==> src/inc/rtpm_regs.svh <==
// Register map, bit positions and timing figures of the reset monitor
`ifndef RTPM_REGS_SVH
`define RTPM_REGS_SVH
`define RTPM_ADDR_STATUS 8'h00
`define RTPM_ADDR_IRQ_STS 8'h04
`define RTPM_ADDR_IRQ_MASK 8'h08
`define RTPM_BIT_BOR 0
`define RTPM_BIT_POR 1
`define RTPM_BIT_PERN 2
`define RTPM_BIT_PARITY_CHECK_ENABLE 7
`define RTPM_IRQ_BOD 0
`define RTPM_IRQ_PAR 1
`define RTPM_IRQ_RDY 2
`define RTPM_IRQ_W 3
`define RTPM_BOR_RST 1'b0
`define RTPM_POR_RST 1'b0
`define RTPM_PERN_RST 1'b1
`define RTPM_CLK_MHZ 125
`define RTPM_POR_NS 2000
`define RTPM_POWER_UP_TIMER_MS 72
`define RTPM_OST_TOSC 1024
`define RTPM_POR_CYC (`RTPM_POR_NS * `RTPM_CLK_MHZ / 1000)
`define RTPM_POWER_UP_TIMER_CYC (`RTPM_POWER_UP_TIMER_MS * `RTPM_CLK_MHZ * 1000)
`define RTPM_CNT_W 24
`define RTPM_WORD_W 14
`endif

==> src/inc/rtpm_pkg.sv <==
// Types shared by the reset monitor
package rtpm_pkg;
  typedef enum logic [1:0] {
    OSC_LP,
    OSC_XT,
    OSC_HS,
    OSC_RC
  } rtpm_osc_e;
  typedef enum logic [2:0] {
    ST_POR,
    ST_POWER_UP_TIMER,
    ST_OST,
    ST_READY,
    ST_PERR
  } rtpm_state_e;
  typedef struct packed {
    rtpm_osc_e oscMode;
    logic powerTimerEnableN;
    logic brownoutDetectEnable;
    logic parityCheckEnable;
  } rtpm_cfg_s;
  typedef struct packed {
    logic valid;
    logic parityEven;
    logic parityOdd;
    logic [13:0] word;
  } rtpm_fetch_s;
endpackage

==> src/core/rtpm_top.sv <==
// Reset sequencer, reset cause status and program word parity monitor
`timescale 1ns/10ps
`default_nettype none
`include "rtpm_regs.svh"
module rtpm_top #(
  parameter int POWER_UP_TIMER_CYC = `RTPM_POWER_UP_TIMER_CYC
) (
  input wire logic clk,
  input wire logic sys_rst,
  input wire logic psel,
  input wire logic penable,
  input wire logic pwrite,
  input wire logic [7:0] paddr,
  input wire logic [31:0] pwdata,
  input wire logic [3:0] pstrb,
  output logic [31:0] prdata,
  output logic pready,
  output logic pslverr,
  input wire logic externalResetN,
  input wire logic brownoutDetect,
  input wire logic sleepWakeReq,
  input wire rtpm_pkg::rtpm_cfg_s cfg,
  input wire rtpm_pkg::rtpm_fetch_s fetch,
  output logic coreHold,
  output logic irq
);
  localparam logic [`RTPM_CNT_W-1:0] POR_END =
    `RTPM_CNT_W'(`RTPM_POR_CYC - 1);
  localparam logic [`RTPM_CNT_W-1:0] POWER_UP_TIMER_END =
    `RTPM_CNT_W'(POWER_UP_TIMER_CYC - 1);
  localparam logic [`RTPM_CNT_W-1:0] OST_END =
    `RTPM_CNT_W'(`RTPM_OST_TOSC - 1);

  rtpm_pkg::rtpm_state_e stateReg;
  logic [`RTPM_CNT_W-1:0] cntReg;
  logic [2:0] mclrQ;
  logic [2:0] bodQ;
  logic mclrStable;
  logic bodStable;
  logic bodEvent;
  logic isRc;
  logic pwrtOn;
  logic [6:0] evenBits;
  logic [6:0] oddBits;
  logic parityBad;
  logic parityHit;
  logic readyPrevReg;
  logic readyEvent;
  logic borReg;
  logic porReg;
  logic perNReg;
  logic [`RTPM_IRQ_W-1:0] irqStsReg;
  logic [`RTPM_IRQ_W-1:0] irqMaskReg;
  logic [`RTPM_IRQ_W-1:0] irqEvents;
  logic [31:0] prdataReg;
  logic preadyReg;
  logic pslverrReg;
  logic coreHoldReg;
  logic irqReg;
  logic acc;
  logic wrDone;
  logic mapped;
  logic stsWr;
  logic [31:0] rdMux;

  assign isRc = cfg.oscMode == rtpm_pkg::OSC_RC;
  assign pwrtOn = !cfg.powerTimerEnableN;

  // Pin synchronisers, change taken when stages two and three agree
  always_ff @(posedge clk) begin
    if (sys_rst) begin
      mclrQ <= 3'h0;
      bodQ <= 3'h0;
    end else begin
      mclrQ <= {mclrQ[1:0], externalResetN};
      bodQ <= {bodQ[1:0], brownoutDetect};
    end
  end

  always_ff @(posedge clk) begin
    if (sys_rst) begin
      mclrStable <= 1'b0;
      bodStable <= 1'b0;
    end else begin
      if (mclrQ[1] == mclrQ[2]) begin
        mclrStable <= mclrQ[2];
      end
      if (bodQ[1] == bodQ[2]) begin
        bodStable <= bodQ[2];
      end
    end
  end

  assign bodEvent = bodStable && cfg.brownoutDetectEnable;

  // Parity split of the fetched word
  genvar gi;
  generate
    for (gi = 0; gi < 7; gi++) begin : g_split
      assign evenBits[gi] = fetch.word[2*gi];
      assign oddBits[gi] = fetch.word[2*gi+1];
    end
  endgenerate

  assign parityBad = (fetch.parityEven ^ (^evenBits)) |
    (~fetch.parityOdd ^ (^oddBits));
  // Only a flag is kept, never the fetch address
  assign parityHit = fetch.valid && cfg.parityCheckEnable &&
    stateReg == rtpm_pkg::ST_READY && parityBad;

  // Time-out sequencer
  always_ff @(posedge clk) begin
    if (sys_rst) begin
      stateReg <= rtpm_pkg::ST_POR;
      cntReg <= '0;
    end else if (bodEvent) begin
      stateReg <= rtpm_pkg::ST_POWER_UP_TIMER;
      cntReg <= '0;
    end else if (parityHit) begin
      stateReg <= rtpm_pkg::ST_PERR;
      cntReg <= '0;
    end else begin
      cntReg <= cntReg + 1'b1;
      case (stateReg)
        rtpm_pkg::ST_POR: begin
          if (cntReg == POR_END) begin
            cntReg <= '0;
            if (pwrtOn) begin
              stateReg <= rtpm_pkg::ST_POWER_UP_TIMER;
            end else if (isRc) begin
              stateReg <= rtpm_pkg::ST_READY;
            end else begin
              stateReg <= rtpm_pkg::ST_OST;
            end
          end
        end
        rtpm_pkg::ST_POWER_UP_TIMER: begin
          if (cntReg == POWER_UP_TIMER_END) begin
            cntReg <= '0;
            if (isRc) begin
              stateReg <= rtpm_pkg::ST_READY;
            end else begin
              stateReg <= rtpm_pkg::ST_OST;
            end
          end
        end
        rtpm_pkg::ST_OST: begin
          if (cntReg == OST_END) begin
            cntReg <= '0;
            stateReg <= rtpm_pkg::ST_READY;
          end
        end
        rtpm_pkg::ST_READY: begin
          cntReg <= '0;
          if (sleepWakeReq && !isRc) begin
            stateReg <= rtpm_pkg::ST_OST;
          end
        end
        rtpm_pkg::ST_PERR: begin
          cntReg <= '0;
          stateReg <= rtpm_pkg::ST_READY;
        end
        default: begin
          cntReg <= '0;
          stateReg <= rtpm_pkg::ST_POR;
        end
      endcase
    end
  end

  // Core held in reset while timing or while the pin is low
  always_ff @(posedge clk) begin
    if (sys_rst) begin
      coreHoldReg <= 1'b1;
    end else begin
      coreHoldReg <= stateReg != rtpm_pkg::ST_READY ||
        !mclrStable || parityHit;
    end
  end

  always_ff @(posedge clk) begin
    if (sys_rst) begin
      readyPrevReg <= 1'b0;
    end else begin
      readyPrevReg <= stateReg == rtpm_pkg::ST_READY;
    end
  end

  assign readyEvent = stateReg == rtpm_pkg::ST_READY && !readyPrevReg;

  // APB access decode
  assign acc = psel && penable;
  assign wrDone = acc && preadyReg && pwrite;
  assign mapped = paddr == `RTPM_ADDR_STATUS ||
    paddr == `RTPM_ADDR_IRQ_STS || paddr == `RTPM_ADDR_IRQ_MASK;
  assign stsWr = wrDone && pstrb[0] && paddr == `RTPM_ADDR_STATUS;

  // Reset cause flags, hardware events win over software writes
  always_ff @(posedge clk) begin
    if (sys_rst) begin
      borReg <= `RTPM_BOR_RST;
    end else if (bodEvent) begin
      borReg <= 1'b0;
    end else if (stsWr) begin
      borReg <= pwdata[`RTPM_BIT_BOR];
    end
  end

  always_ff @(posedge clk) begin
    if (sys_rst) begin
      porReg <= `RTPM_POR_RST;
    end else if (stsWr) begin
      porReg <= pwdata[`RTPM_BIT_POR];
    end
  end

  always_ff @(posedge clk) begin
    if (sys_rst) begin
      perNReg <= `RTPM_PERN_RST;
    end else if (parityHit) begin
      perNReg <= 1'b0;
    end else if (stsWr) begin
      perNReg <= pwdata[`RTPM_BIT_PERN];
    end
  end

  // Interrupt status, set wins over write-one-to-clear
  always_comb begin
    irqEvents = '0;
    irqEvents[`RTPM_IRQ_BOD] = bodEvent;
    irqEvents[`RTPM_IRQ_PAR] = parityHit;
    irqEvents[`RTPM_IRQ_RDY] = readyEvent;
  end

  always_ff @(posedge clk) begin
    if (sys_rst) begin
      irqStsReg <= '0;
    end else if (wrDone && pstrb[0] && paddr == `RTPM_ADDR_IRQ_STS) begin
      irqStsReg <= (irqStsReg & ~pwdata[`RTPM_IRQ_W-1:0]) | irqEvents;
    end else begin
      irqStsReg <= irqStsReg | irqEvents;
    end
  end

  always_ff @(posedge clk) begin
    if (sys_rst) begin
      irqMaskReg <= '0;
    end else if (wrDone && pstrb[0] &&
        paddr == `RTPM_ADDR_IRQ_MASK) begin
      irqMaskReg <= pwdata[`RTPM_IRQ_W-1:0];
    end
  end

  always_ff @(posedge clk) begin
    if (sys_rst) begin
      irqReg <= 1'b0;
    end else begin
      irqReg <= |(irqStsReg & irqMaskReg);
    end
  end

  // Read data selection
  always_comb begin
    rdMux = 32'h0;
    case (paddr)
      `RTPM_ADDR_STATUS: begin
        rdMux[`RTPM_BIT_BOR] = borReg;
        rdMux[`RTPM_BIT_POR] = porReg;
        rdMux[`RTPM_BIT_PERN] = perNReg;
        rdMux[`RTPM_BIT_PARITY_CHECK_ENABLE] = cfg.parityCheckEnable;
      end
      `RTPM_ADDR_IRQ_STS: begin
        rdMux[`RTPM_IRQ_W-1:0] = irqStsReg;
      end
      `RTPM_ADDR_IRQ_MASK: begin
        rdMux[`RTPM_IRQ_W-1:0] = irqMaskReg;
      end
      default: begin
        rdMux = 32'h0;
      end
    endcase
  end

  // Answer one cycle into the access phase
  always_ff @(posedge clk) begin
    if (sys_rst) begin
      preadyReg <= 1'b0;
      pslverrReg <= 1'b0;
      prdataReg <= 32'h0;
    end else begin
      preadyReg <= acc && !preadyReg;
      pslverrReg <= acc && !preadyReg && !mapped;
      if (acc && !preadyReg && !pwrite) begin
        prdataReg <= rdMux;
      end
    end
  end

  assign prdata = prdataReg;
  assign pready = preadyReg;
  assign pslverr = pslverrReg;
  assign coreHold = coreHoldReg;
  assign irq = irqReg;
endmodule
`default_nettype wire

==> config.mk <==
export PLATFORM = sky130hd
export DESIGN_NAME = rtpm_top
export DESIGN_NICKNAME = d
export VERILOG_FILES = /design/src/inc/rtpm_pkg.sv /design/src/core/rtpm_top.sv
export VERILOG_INCLUDE_DIRS = /design/src /design/src/inc
export SDC_FILE = /design/constraint.sdc
export NUM_CORES = 1
export LEC_CHECK = 0
export BUFFER_PORTS_ARGS = -buffer_cell sky130_fd_sc_hd__buf_2
export CORE_UTILIZATION = 52
export DETAILED_ROUTE_END_ITERATION = 10
export PLACE_DENSITY = 0.85
export SETUP_SLACK_MARGIN = 0.05
export SYNTH_ARGS = -nofsm -noshare
export SYNTH_HDL_FRONTEND = slang
export SYNTH_SLANG_ARGS = --single-unit
==> constraint.sdc <==
create_clock -name clk -period 3.86 [get_ports clk]
set_input_delay 0.386 -clock clk [delete_from_list [all_inputs] [get_ports clk]]
set_output_delay 0.386 -clock clk [all_outputs]
set_load 0.02 [all_outputs]
==> results of run 1 <==
[flip-flops by register name, summed over array words and instances (netlist names), 3 cells and up]
name	flops
stateReg	3
irqStsReg	3
bodQ	3
cntReg	24
mclrQ	3
prdata	4
irqMaskReg	3
[cells in the mapped netlist (all sizes together), types with 2 or more instances]
| master | number |
|---|---|
| and4 | 4 |
| ha | 2 |
| nand3 | 11 |
| or2 | 2 |
| xor2 | 17 |
| mux2i | 9 |
| nand2 | 21 |
| clkbuf | 10 |
| nor2 | 17 |
| nor3 | 3 |
| o21ai | 11 |
| a22oi | 3 |
| nor2b | 9 |
| a21oi | 9 |
| dfxtp | 53 |
| nor4 | 31 |
| inv | 7 |
| xnor2 | 19 |
| and3 | 6 |
| o311a | 2 |
| nand4 | 11 |
| buf | 31 |
[metal layers]
metal | track usage | vias up
met5 | 0 | -
met4 | 0.06838 | 0
met3 | 0.05149 | 8
met2 | 0.3525 | 71
met1 | 0.2262 | 1045
li1 | - | 1120
[stage by stage]
| stage | std cells | power, mW | utilization |
|---|---|---|---|
| 2_1_floorplan | 332 | 0.6651 | - |
| 3_3_place_gp | 408 | 0.6731 | 0.5876 |
| 3_5_place_dp | 408 | 0.6767 | 0.5876 |
| 4_1_cts | 416 | 0.9942 | 0.6070 |
| 5_1_grt | 416 | 1.034 | 0.6070 |
| 6_report | 416 | 0.9813 | 0.6070 |
[final cells by class]
| cell class | count | area (um^2) |
|---|---|---|
| clock buffers | 5 | 68.82 |
| clock inverters | 3 | 25.02 |
| fillers | 414 | 1906 |
| inverters | 7 | 26.28 |
| multi-input cells | 231 | 1425 |
| flip-flops and latches | 53 | 1061 |
| well taps | 67 | 83.83 |
| repair buffers | 50 | 252.7 |
[path summary, 6_finish.rpt]
kind,endpoint,startpoint,slack (ns)
worst max register to register,cntReg[5],cntReg[10],1.31
worst min-delay path,mclrQ[0],externalResetN,0.28
worst max-delay path,cntReg[5],cntReg[10],1.31
worst min register to register,coreHold,mclrStable,0.43
[where the power goes]
| part | total, mW | internal (mW) | switching (mW) |
|---|---|---|---|
| registers | 0.557 | 0.553 | 0.00467 |
| clock network | 0.317 | 0.131 | 0.186 |
| logic | 0.107 | 0.0405 | 0.0663 |
[kinds of logic after synthesis]
family,Yosys count
AOI/OAI and AO/OA,34
xor gates and xnor gates,36
adders and majority gates,2
buffers and inverters,48
DFF,53
muxes,9
other,1
and+or+nand+nor,122
==> qor.yml, run 1 <==
detailed_routing:
  drt_iter0_markers: 130
  wl_met3_um: 307
  drc: 0
  top_layer_used: "met4"
  wl_met1_um: 2174
  wl_met2_um: 2583
  viasPerCell: 5.394
  vias: 2244
  wl_um: 5125
  detail_route.wl_per_cell_um: 12.32
  ant_nets: 0
  dr.pass1.iters: 4
setup_path:
  worstSetupPathType: "flip-flop to flip-flop"
  path_buf_inv: 0
  cp_max_fo: 24
  slowest_delay_ns: 0.81
  cp_data_arrival_time_ns: 2.70
  reg2regPathDepth: 5
  endpoint_kind: "flip-flop"
  critPathSlowestCell: "o21ba_1"
  worst-path-stages: 5
  path_cells: "nand4_1, or4_1, o311a_1, o21ba_1, nor4_1"
  crit_family: "compound AO/OA/AOI/OAI gates"
  critPathRequiredTime_ns: 4.01
  start_kind: "flip-flop"
yosys:
  synth_xor_area_frac: 0.1168
  syn_area_um2: 2700
  synth_top_family_by_area: "simple AND/OR/NAND/NOR gates"
  synth-adder-area-share: 0.009268
  ys_async_sr_fraction: 0
  ys.warnings.count: 0
  ys_ff_latch: 53
  synthDistinctLibCells: 41
  synth_top_cell_area_share: 0.3930
  synth-simple-area-share: 0.2488
  synth_edf_count: 0
  seq_area_frac_synth: 0.3930
  syn_inst: 305
  yosysTopAreaCell: "dfxtp_1"
  synthMuxAreaShare: 0.03336
  ys.flop_type: "dfxtp_1"
  synth_area_leaders: "dfxtp_1 39%, buf_4 7.8%, nor4_1 7.2%"
  synth_area_per_cell_um2: 8.853
  synth_compound_area_frac: 0.08063
clocking:
  cts_buffers: 5
  cts_tree: "built"
  clockBufferDepth: 2
  clock-sinks: 53
  clkLatencyLatePin_ns: 0.31
  clkTransAtPathRegs_ns: 0.10
  hold_buffers: 0
  cts-root-buf: "clkbuf_8"
  cts_resized: 0
  htree_levels: 2
  post_cts_buffers: 0
grt:
  grt_usage: 0.1970
  grt_pass1_vias: 2018
  grt_pass1_wl_um: 8466
  antenna_found_initial: 0
  grt_start_max_net_pins: 28
  grt-ovfl-total: 0
cells_and_area:
  final_layout_size_suffix_gt1_frac: 0.1748
  final_nets: 424
  n_antenna_cell: 0
  mostFrequentLayoutCell: "dfxtp_1"
  areaGrowthSynthToFinish_pct: 8.990
  final_cell_mix: "53 x dfxtp_1, 49 x buf_2, 31 x nor4_1"
  finalInstanceArea_um2: 2943
placement:
  dp_hpwl_um: 3741
  io_buffers: 49
  placed_cell_area_um2: 2849
  pre_cts_ws_ns: 1.341
  place_congestion: 0.8561
floorplan:
  pin_count: 110
  die-width_um: 74.06
  coreArea_um2: 4848
  rows: 25
  die_area_um2: 5485
  die_h_um: 74.06
  start_util: 0.5569
timing:
  period_share: 0.6605
  fin_tns_setup_ns: 0
  worst_slack_ns: 1.311
  setup_viol: 0
  fin_skew_ns: 0.008274
  max_freq_mhz: 392.2
  finalMaxSlewViolations: 0
  rsz0062_at_grt: "no"
  relSlewSlack: 0.3196
  period_minus_slack_ns: 2.549
  finalHoldViolations: 0
  hold_ws_ns: 0.2785
  worst_pin_slew_ns: 1.021
status:
  outcome: "complete, no violations"
run:
  drv_cap: 0
hold_path:
  hp-class: "primary input to flip-flop"
  holdPathStages: 2
power_and_ir_drop:
  power.leakage_nw: 1.175
  power_density_nw_per_um2: 333.5
  irDropWorstVdd_mv: 0.1646
Note: power is estimated with default switching activity, not from simulation.
==> run 2: changes to the inputs <==
CORE_UTILIZATION = 44   (was 52)
PLACE_DENSITY = 0.77   (was 0.85)
clock period = 2.1 ns   (was 3.86 ns; I/O delays follow)
==> qor.yml, run 2 (synthesis results as in run 1) <==
setup_path:
  cp_data_arrival_time_ns: 2.16  # -0.54 ns
  endpoint_kind: "flip-flop"
  crit_family: "compound AO/OA/AOI/OAI gates"
  cp_max_fo: 12  # -50%
  start_kind: "flip-flop"
  slowest_delay_ns: 0.47  # -0.34 ns
  critPathSlowestCell: "or4_1"
  worstSetupPathType: "flip-flop to flip-flop"
  critPathRequiredTime_ns: 2.28  # -1.73 ns
  path_buf_inv: 1  # +1
  worst-path-stages: 6  # +1
  ff2ff_setup_slack_ns: 0.13  # -1.18 ns
  reg2regPathDepth: 6  # +1
  path_cells: "nand4_1, or4_1, o311a_1, o21ba_4, clkbuf_16, nor4_1"
clocking:
  clkLatencyLatePin_ns: 0.31  # about the same
  hold_buffers: 0  # unchanged
  cts_buffers: 5  # unchanged
  cts-root-buf: "clkbuf_8"
  clock-sinks: 53  # unchanged
  cts_tree: "built"
  clockBufferDepth: 2  # unchanged
  htree_levels: 2  # unchanged
  clkTransAtPathRegs_ns: 0.09  # about the same
  post_cts_buffers: 0  # unchanged
timing:
  fin_tns_setup_ns: 0  # unchanged
  fin_skew_ns: 0.008737  # +0.0004633 ns
  period_minus_slack_ns: 1.971  # -0.5783 ns
  finalHoldViolations: 0  # unchanged
  max_freq_mhz: 507.3  # +29%
  finalMaxSlewViolations: 0  # unchanged
  setup_viol: 0  # unchanged
  worst_slack_ns: 0.1288  # -1.182 ns
  rsz0062_at_grt: "no"
  period_share: 0.9387  # +0.2782
power_and_ir_drop:
  power.leakage_nw: 1.269  # +8.1%
  irDropWorstVdd_mv: 0.2951  # +79%
  power_density_nw_per_um2: 610.0  # +83%
  total_power_mw: 1.910  # +95%
cells_and_area:
  largest_reg_flops: 24  # unchanged
  final_nets: 437  # +3.1%
  fin_cells: 437  # +5.0%
  final_layout_size_suffix_gt1_frac: 0.2265  # +0.05173
  mostFrequentLayoutCell: "buf_2"
  final_cell_mix: "49 x buf_2, 48 x dfxtp_1, 29 x nor4_1"
  num-fill-cells: 565  # +36%
  regMostFlops: "cntReg"
  areaGrowthSynthToFinish_pct: 15.94
  n_antenna_cell: 0  # unchanged
hold_path:
  holdPathStages: 2  # unchanged
  hp-class: "primary input to flip-flop"
floorplan:
  die_area_um2: 6454  # +18%
  pin_count: 110  # unchanged
  rows: 28  # +12%
  coreArea_um2: 5921  # +22%
  die-width_um: 80.34  # +8.5%
  start_util: 0.4560  # -0.1009
  die_h_um: 80.34  # +8.5%
grt:
  grt_pass1_vias: 2057  # +1.9%
  grt-ovfl-total: 0  # unchanged
  grt_usage: 0.1829  # -0.01414
  grt_start_max_net_pins: 28  # unchanged
  grt_pass1_wl_um: 9170  # +8.3%
  antenna_found_initial: 0  # unchanged
detailed_routing:
  vias: 2257  # +0.58%
  viasPerCell: 5.165  # -4.3%
  dr.pass1.iters: 4  # unchanged
  drt_iter0_markers: 102  # -22%
  ant_nets: 0  # unchanged
  drc: 0  # unchanged
  wl_um: 5569  # +8.7%
  detail_route.wl_per_cell_um: 12.74  # +3.4%
placement:
  pre_cts_ws_ns: 0.1023  # -1.239 ns
  io_buffers: 49  # unchanged
  dp_hpwl_um: 3950  # +5.6%
  place_inst: 428  # +4.9%
  place_congestion: 0.8254  # -3.6%
run:
  drv_cap: 0  # unchanged
status:
  outcome: "complete, no violations"
-- run 2: changes by cell type in the layout (fill, tap and decap cells not counted), moves of 2 or more --
cell,change
buf_4,+11
dfxtp_1,-5
dfxtp_2,+5
nor4_1,-2
nor4_2,+2
-- run 2: power by group --
group | total, mW | internal (mW) | switching, mW | leakage [nW]
Clock | 0.686 | 0.358 | 0.328 | 0.0554
Sequential | 1.02 | 1.02 | 0.00878 | 0.431
Combinational | 0.199 | 0.0773 | 0.122 | 0.783
-- run 2: metal layers --
metal,global-route usage,wire length (um),up-vias
met5,0,0,-
li1,-,-,1140
met4,0.07679,63,0
met2,0.3222,2747,63
met3,0.03636,298,8
met1,0.2144,2459,1046
-- run 2: area by class of cell --
class | instances | area (um^2) | share of cell area
Timing Repair Buffer | 63 | 380.4 | 0.1215
Clock buffer | 6 | 72.57 | 0.02318
Clock inverter | 2 | 38.79 | 0.01239
Multi-Input combinational cell | 231 | 1451 | 0.4636
Inverter | 7 | 26.28 | 0.008393
Tap cell | 75 | 93.84 | 0.02998
Sequential cell | 53 | 1067 | 0.3409
-- run 2: final timing paths --
path / end / start
hold / removal: mclrQ[0] / externalResetN
setup reg to reg: cntReg[4] / cntReg[10]
hold reg to reg: coreHold / mclrStable
setup / recovery: cntReg[4] / cntReg[10]
-- run 2: metrics by stage --
stage          cell area, um^2  hold slack, ns    util
2_1_floorplan             2801          0.2816       -
3_5_place_dp              2962          0.4108  0.5002
5_1_grt                   3131         0.09664  0.5287
3_3_place_gp              2962          0.3965  0.5002
6_report                  3131          0.1032  0.5287
4_1_cts                   3079         0.09909  0.5201
-- run 2: timing repair --
action | 4_1_cts | 5_1_grt
resized for setup | 1 | 9
endpoints found under the setup margin | 13 | 24
gates cloned | 0 | 1
==> run 3: changes to the inputs <==
--- a/config.mk
+++ b/config.mk
@@ -7,8 +7,8 @@
 export NUM_CORES = 1
 export LEC_CHECK = 0
-export BUFFER_PORTS_ARGS = -buffer_cell sky130_fd_sc_hd__buf_2
-export CORE_UTILIZATION = 44
+export CORE_UTILIZATION = 57
 export DETAILED_ROUTE_END_ITERATION = 10
-export PLACE_DENSITY = 0.77
+export DONT_BUFFER_PORTS = 1
+export PLACE_DENSITY = 0.75
 export SETUP_SLACK_MARGIN = 0.05
 export SYNTH_ARGS = -nofsm -noshare
==> constraint.sdc (replaced) <==
create_clock -name clk -period 2.1 [get_ports clk]
set_input_delay 0.21 -clock clk [delete_from_list [all_inputs] [get_ports clk]]
set_output_delay 0.21 -clock clk [all_outputs]
set_load 0.01 [all_outputs]
==> qor.yml, run 3 (synthesis results as in run 1) <==
detailed_routing:
  detail_route.wl_per_cell_um: 14.25  # +12%
  ant_nets: 0  # unchanged
  drc: 16  # +16
  dr.pass1.iters: 9  # +5
  wl_um: 5244  # -5.8%
  drt_iter0_markers: 122  # +20%
  viasPerCell: 5.671  # +9.8%
  vias: 2087  # -7.5%
setup_path:
  cp_max_fo: 10  # -2
  path_cells: "nand4_1, or4_1, o311a_1, o21ba_2, buf_6, nor4_1"
  worstSetupPathType: "flip-flop to flip-flop"
  cp_data_arrival_time_ns: 2.14  # -0.02 ns
  critPathRequiredTime_ns: 2.27  # about the same
  slowest_delay_ns: 0.49  # +0.02 ns
  endpoint_kind: "flip-flop"
  critPathSlowestCell: "or4_1"
  start_kind: "flip-flop"
clocking:
  post_cts_buffers: 0  # unchanged
  cts_tree: "built"
  cts_buffers: 5  # unchanged
  cts-root-buf: "clkbuf_8"
  clockBufferDepth: 2  # unchanged
  htree_levels: 2  # unchanged
  clock-sinks: 53  # unchanged
  clkLatencyLatePin_ns: 0.31  # about the same
  clkTransAtPathRegs_ns: 0.09  # about the same
status:
  violations: "design-rule violations"
  outcome: "finished with violations"
floorplan:
  die_h_um: 70.83  # -12%
  coreArea_um2: 4444  # -25%
  die_area_um2: 5016  # -22%
  start_util: 0.6075  # +0.1515
  die-width_um: 70.83  # -12%
  rows: 24  # -14%
  pin_count: 110  # unchanged
power_and_ir_drop:
  power.net_switching_uw: 415.6  # -9.4%
  power_density_nw_per_um2: 642.5  # +5.3%
  pwr-share-clk: 0.372  # +0.013
  irDropWorstVdd_mv: 0.4014  # +36%
  cell_internal_pwr_mw: 1.428  # -1.6%
  power.leakage_nw: 1.079  # -15%
  power_frac_seq: 0.556  # +0.020
  power_frac_comb: 0.071  # -0.033
  swShare: 0.2254  # -0.01479
hold_path:
  hp-class: "primary input to flip-flop"
cells_and_area:
  seqCellArea_um2: 1066  # -0.12%
  finalInstanceArea_um2: 2869  # -8.4%
  final_nets: 391  # -11%
  regMostFlops: "cntReg"
  num-fill-cells: 375  # -34%
  final_cell_mix: "49 x dfxtp_1, 28 x nor4_1, 28 x conb_1"
  n_antenna_cell: 0  # unchanged
  largest_reg_flops: 24  # unchanged
  final_layout_size_suffix_gt1_frac: 0.1076  # -0.1189
  multi_input_area_um2: 1451  # unchanged
  areaGrowthSynthToFinish_pct: 6.256
  mostFrequentLayoutCell: "dfxtp_1"
timing:
  worst_pin_slew_ns: 0.8459
  max_freq_mhz: 506.5  # -0.16%
  period_share: 0.9402  # +0.001505
  fin_tns_setup_ns: 0  # unchanged
  finalHoldViolations: 0  # unchanged
  fin_skew_ns: 0.009519  # +0.0007812 ns
  period_minus_slack_ns: 1.974  # +0.003160 ns
  finalMaxSlewViolations: 0  # unchanged
  relSlewSlack: 0.4342
  rsz0062_at_grt: "no"
  hold_ws_ns: 0.03086  # -0.07230 ns
  setup_viol: 0  # unchanged
placement:
  placed_cell_area_um2: 2703  # -8.7%
  place_congestion: 0.7960  # -3.6%
  io_buffers: 0  # -100%
  dp_hpwl_um: 3719  # -5.9%
run:
  drv_cap: 0  # unchanged
grt:
  grt_pass1_vias: 1988  # -3.4%
  grt_start_max_net_pins: 26  # -7.1%
  antenna_found_initial: 0  # unchanged
  grt_usage: 0.2129  # +0.02999
  grt-ovfl-total: 0  # unchanged
  grt_pass1_wl_um: 8714  # -5.0%
-- run 3: changes by cell type in the layout (fill, tap and decap cells not counted), sizes merged --
cell and change:
buf -47, clkbuf -1, dlygate4sd3 +2
-- run 3: routing by layer --
layer / GRT usage / part of all wire / up-vias
met1: 0.2741 / 0.46 / 982
met4: 0.06000 / 0.011 / 0
met3: 0.04986 / 0.044 / 6
met5: 0 / 0 / -
li1: - / - / 1047
met2: 0.3579 / 0.49 / 52
-- run 3: timing repair --
item	CTS	global route
resized for setup	1	9
setup endpoints to repair	16	25
hold buffers	1	1
endpoints found under the hold margin	23	1
-- run 3: cell type report --
| type | instances | share of cell area |
|---|---|---|
| Timing Repair Buffer | 17 | 0.05190 |
| Tap cell | 52 | 0.02268 |
| Multi-Input combinational cell | 231 | 0.5059 |
| Inverter | 7 | 0.009158 |
| Clock buffer | 6 | 0.02529 |
| Sequential cell | 53 | 0.3716 |
| Clock inverter | 2 | 0.01352 |
-- run 3: worst paths after layout --
check | from | end | slack (ns) | cells past startpoint
max | cntReg[23] | cntReg[2] | 0.13 | 6
min | brownoutDetect | bodQ[0] | 0.03 | 1
max reg2reg | cntReg[23] | cntReg[2] | 0.13 | 6
min reg2reg | mclrStable | coreHold | 0.42 | 1
-- run 3: critical path, delay by kind of cell (launching register included) --
family          cells  cell delay (ns)
compound gates      2             0.67
simple gates        3             0.65
flops               1             0.37
buf+inv             1             0.15
-- run 3: stage by stage --
stage                     setup WS, ns  cells  power (mW)    util
after global routing           0.06266    368       1.917  0.6456
after floorplan                 0.1561    332       1.198       -
after detailed placement       0.05340    358       1.171  0.6081
final                           0.1256    368       1.843  0.6456
after global placement          0.1317    358       1.166  0.6081
after CTS                      0.08311    367       1.862  0.6368
-- run 3: power by group through the flow --
stage | logic, mW | clock network (mW) | registers, mW
after floorplan | 0.152 | 0 | 1.05
after global placement | 0.118 | 0 | 1.05
after detailed placement | 0.121 | 0 | 1.05
after CTS | 0.130 | 0.707 | 1.03
after global routing | 0.147 | 0.743 | 1.03
final | 0.132 | 0.686 | 1.03
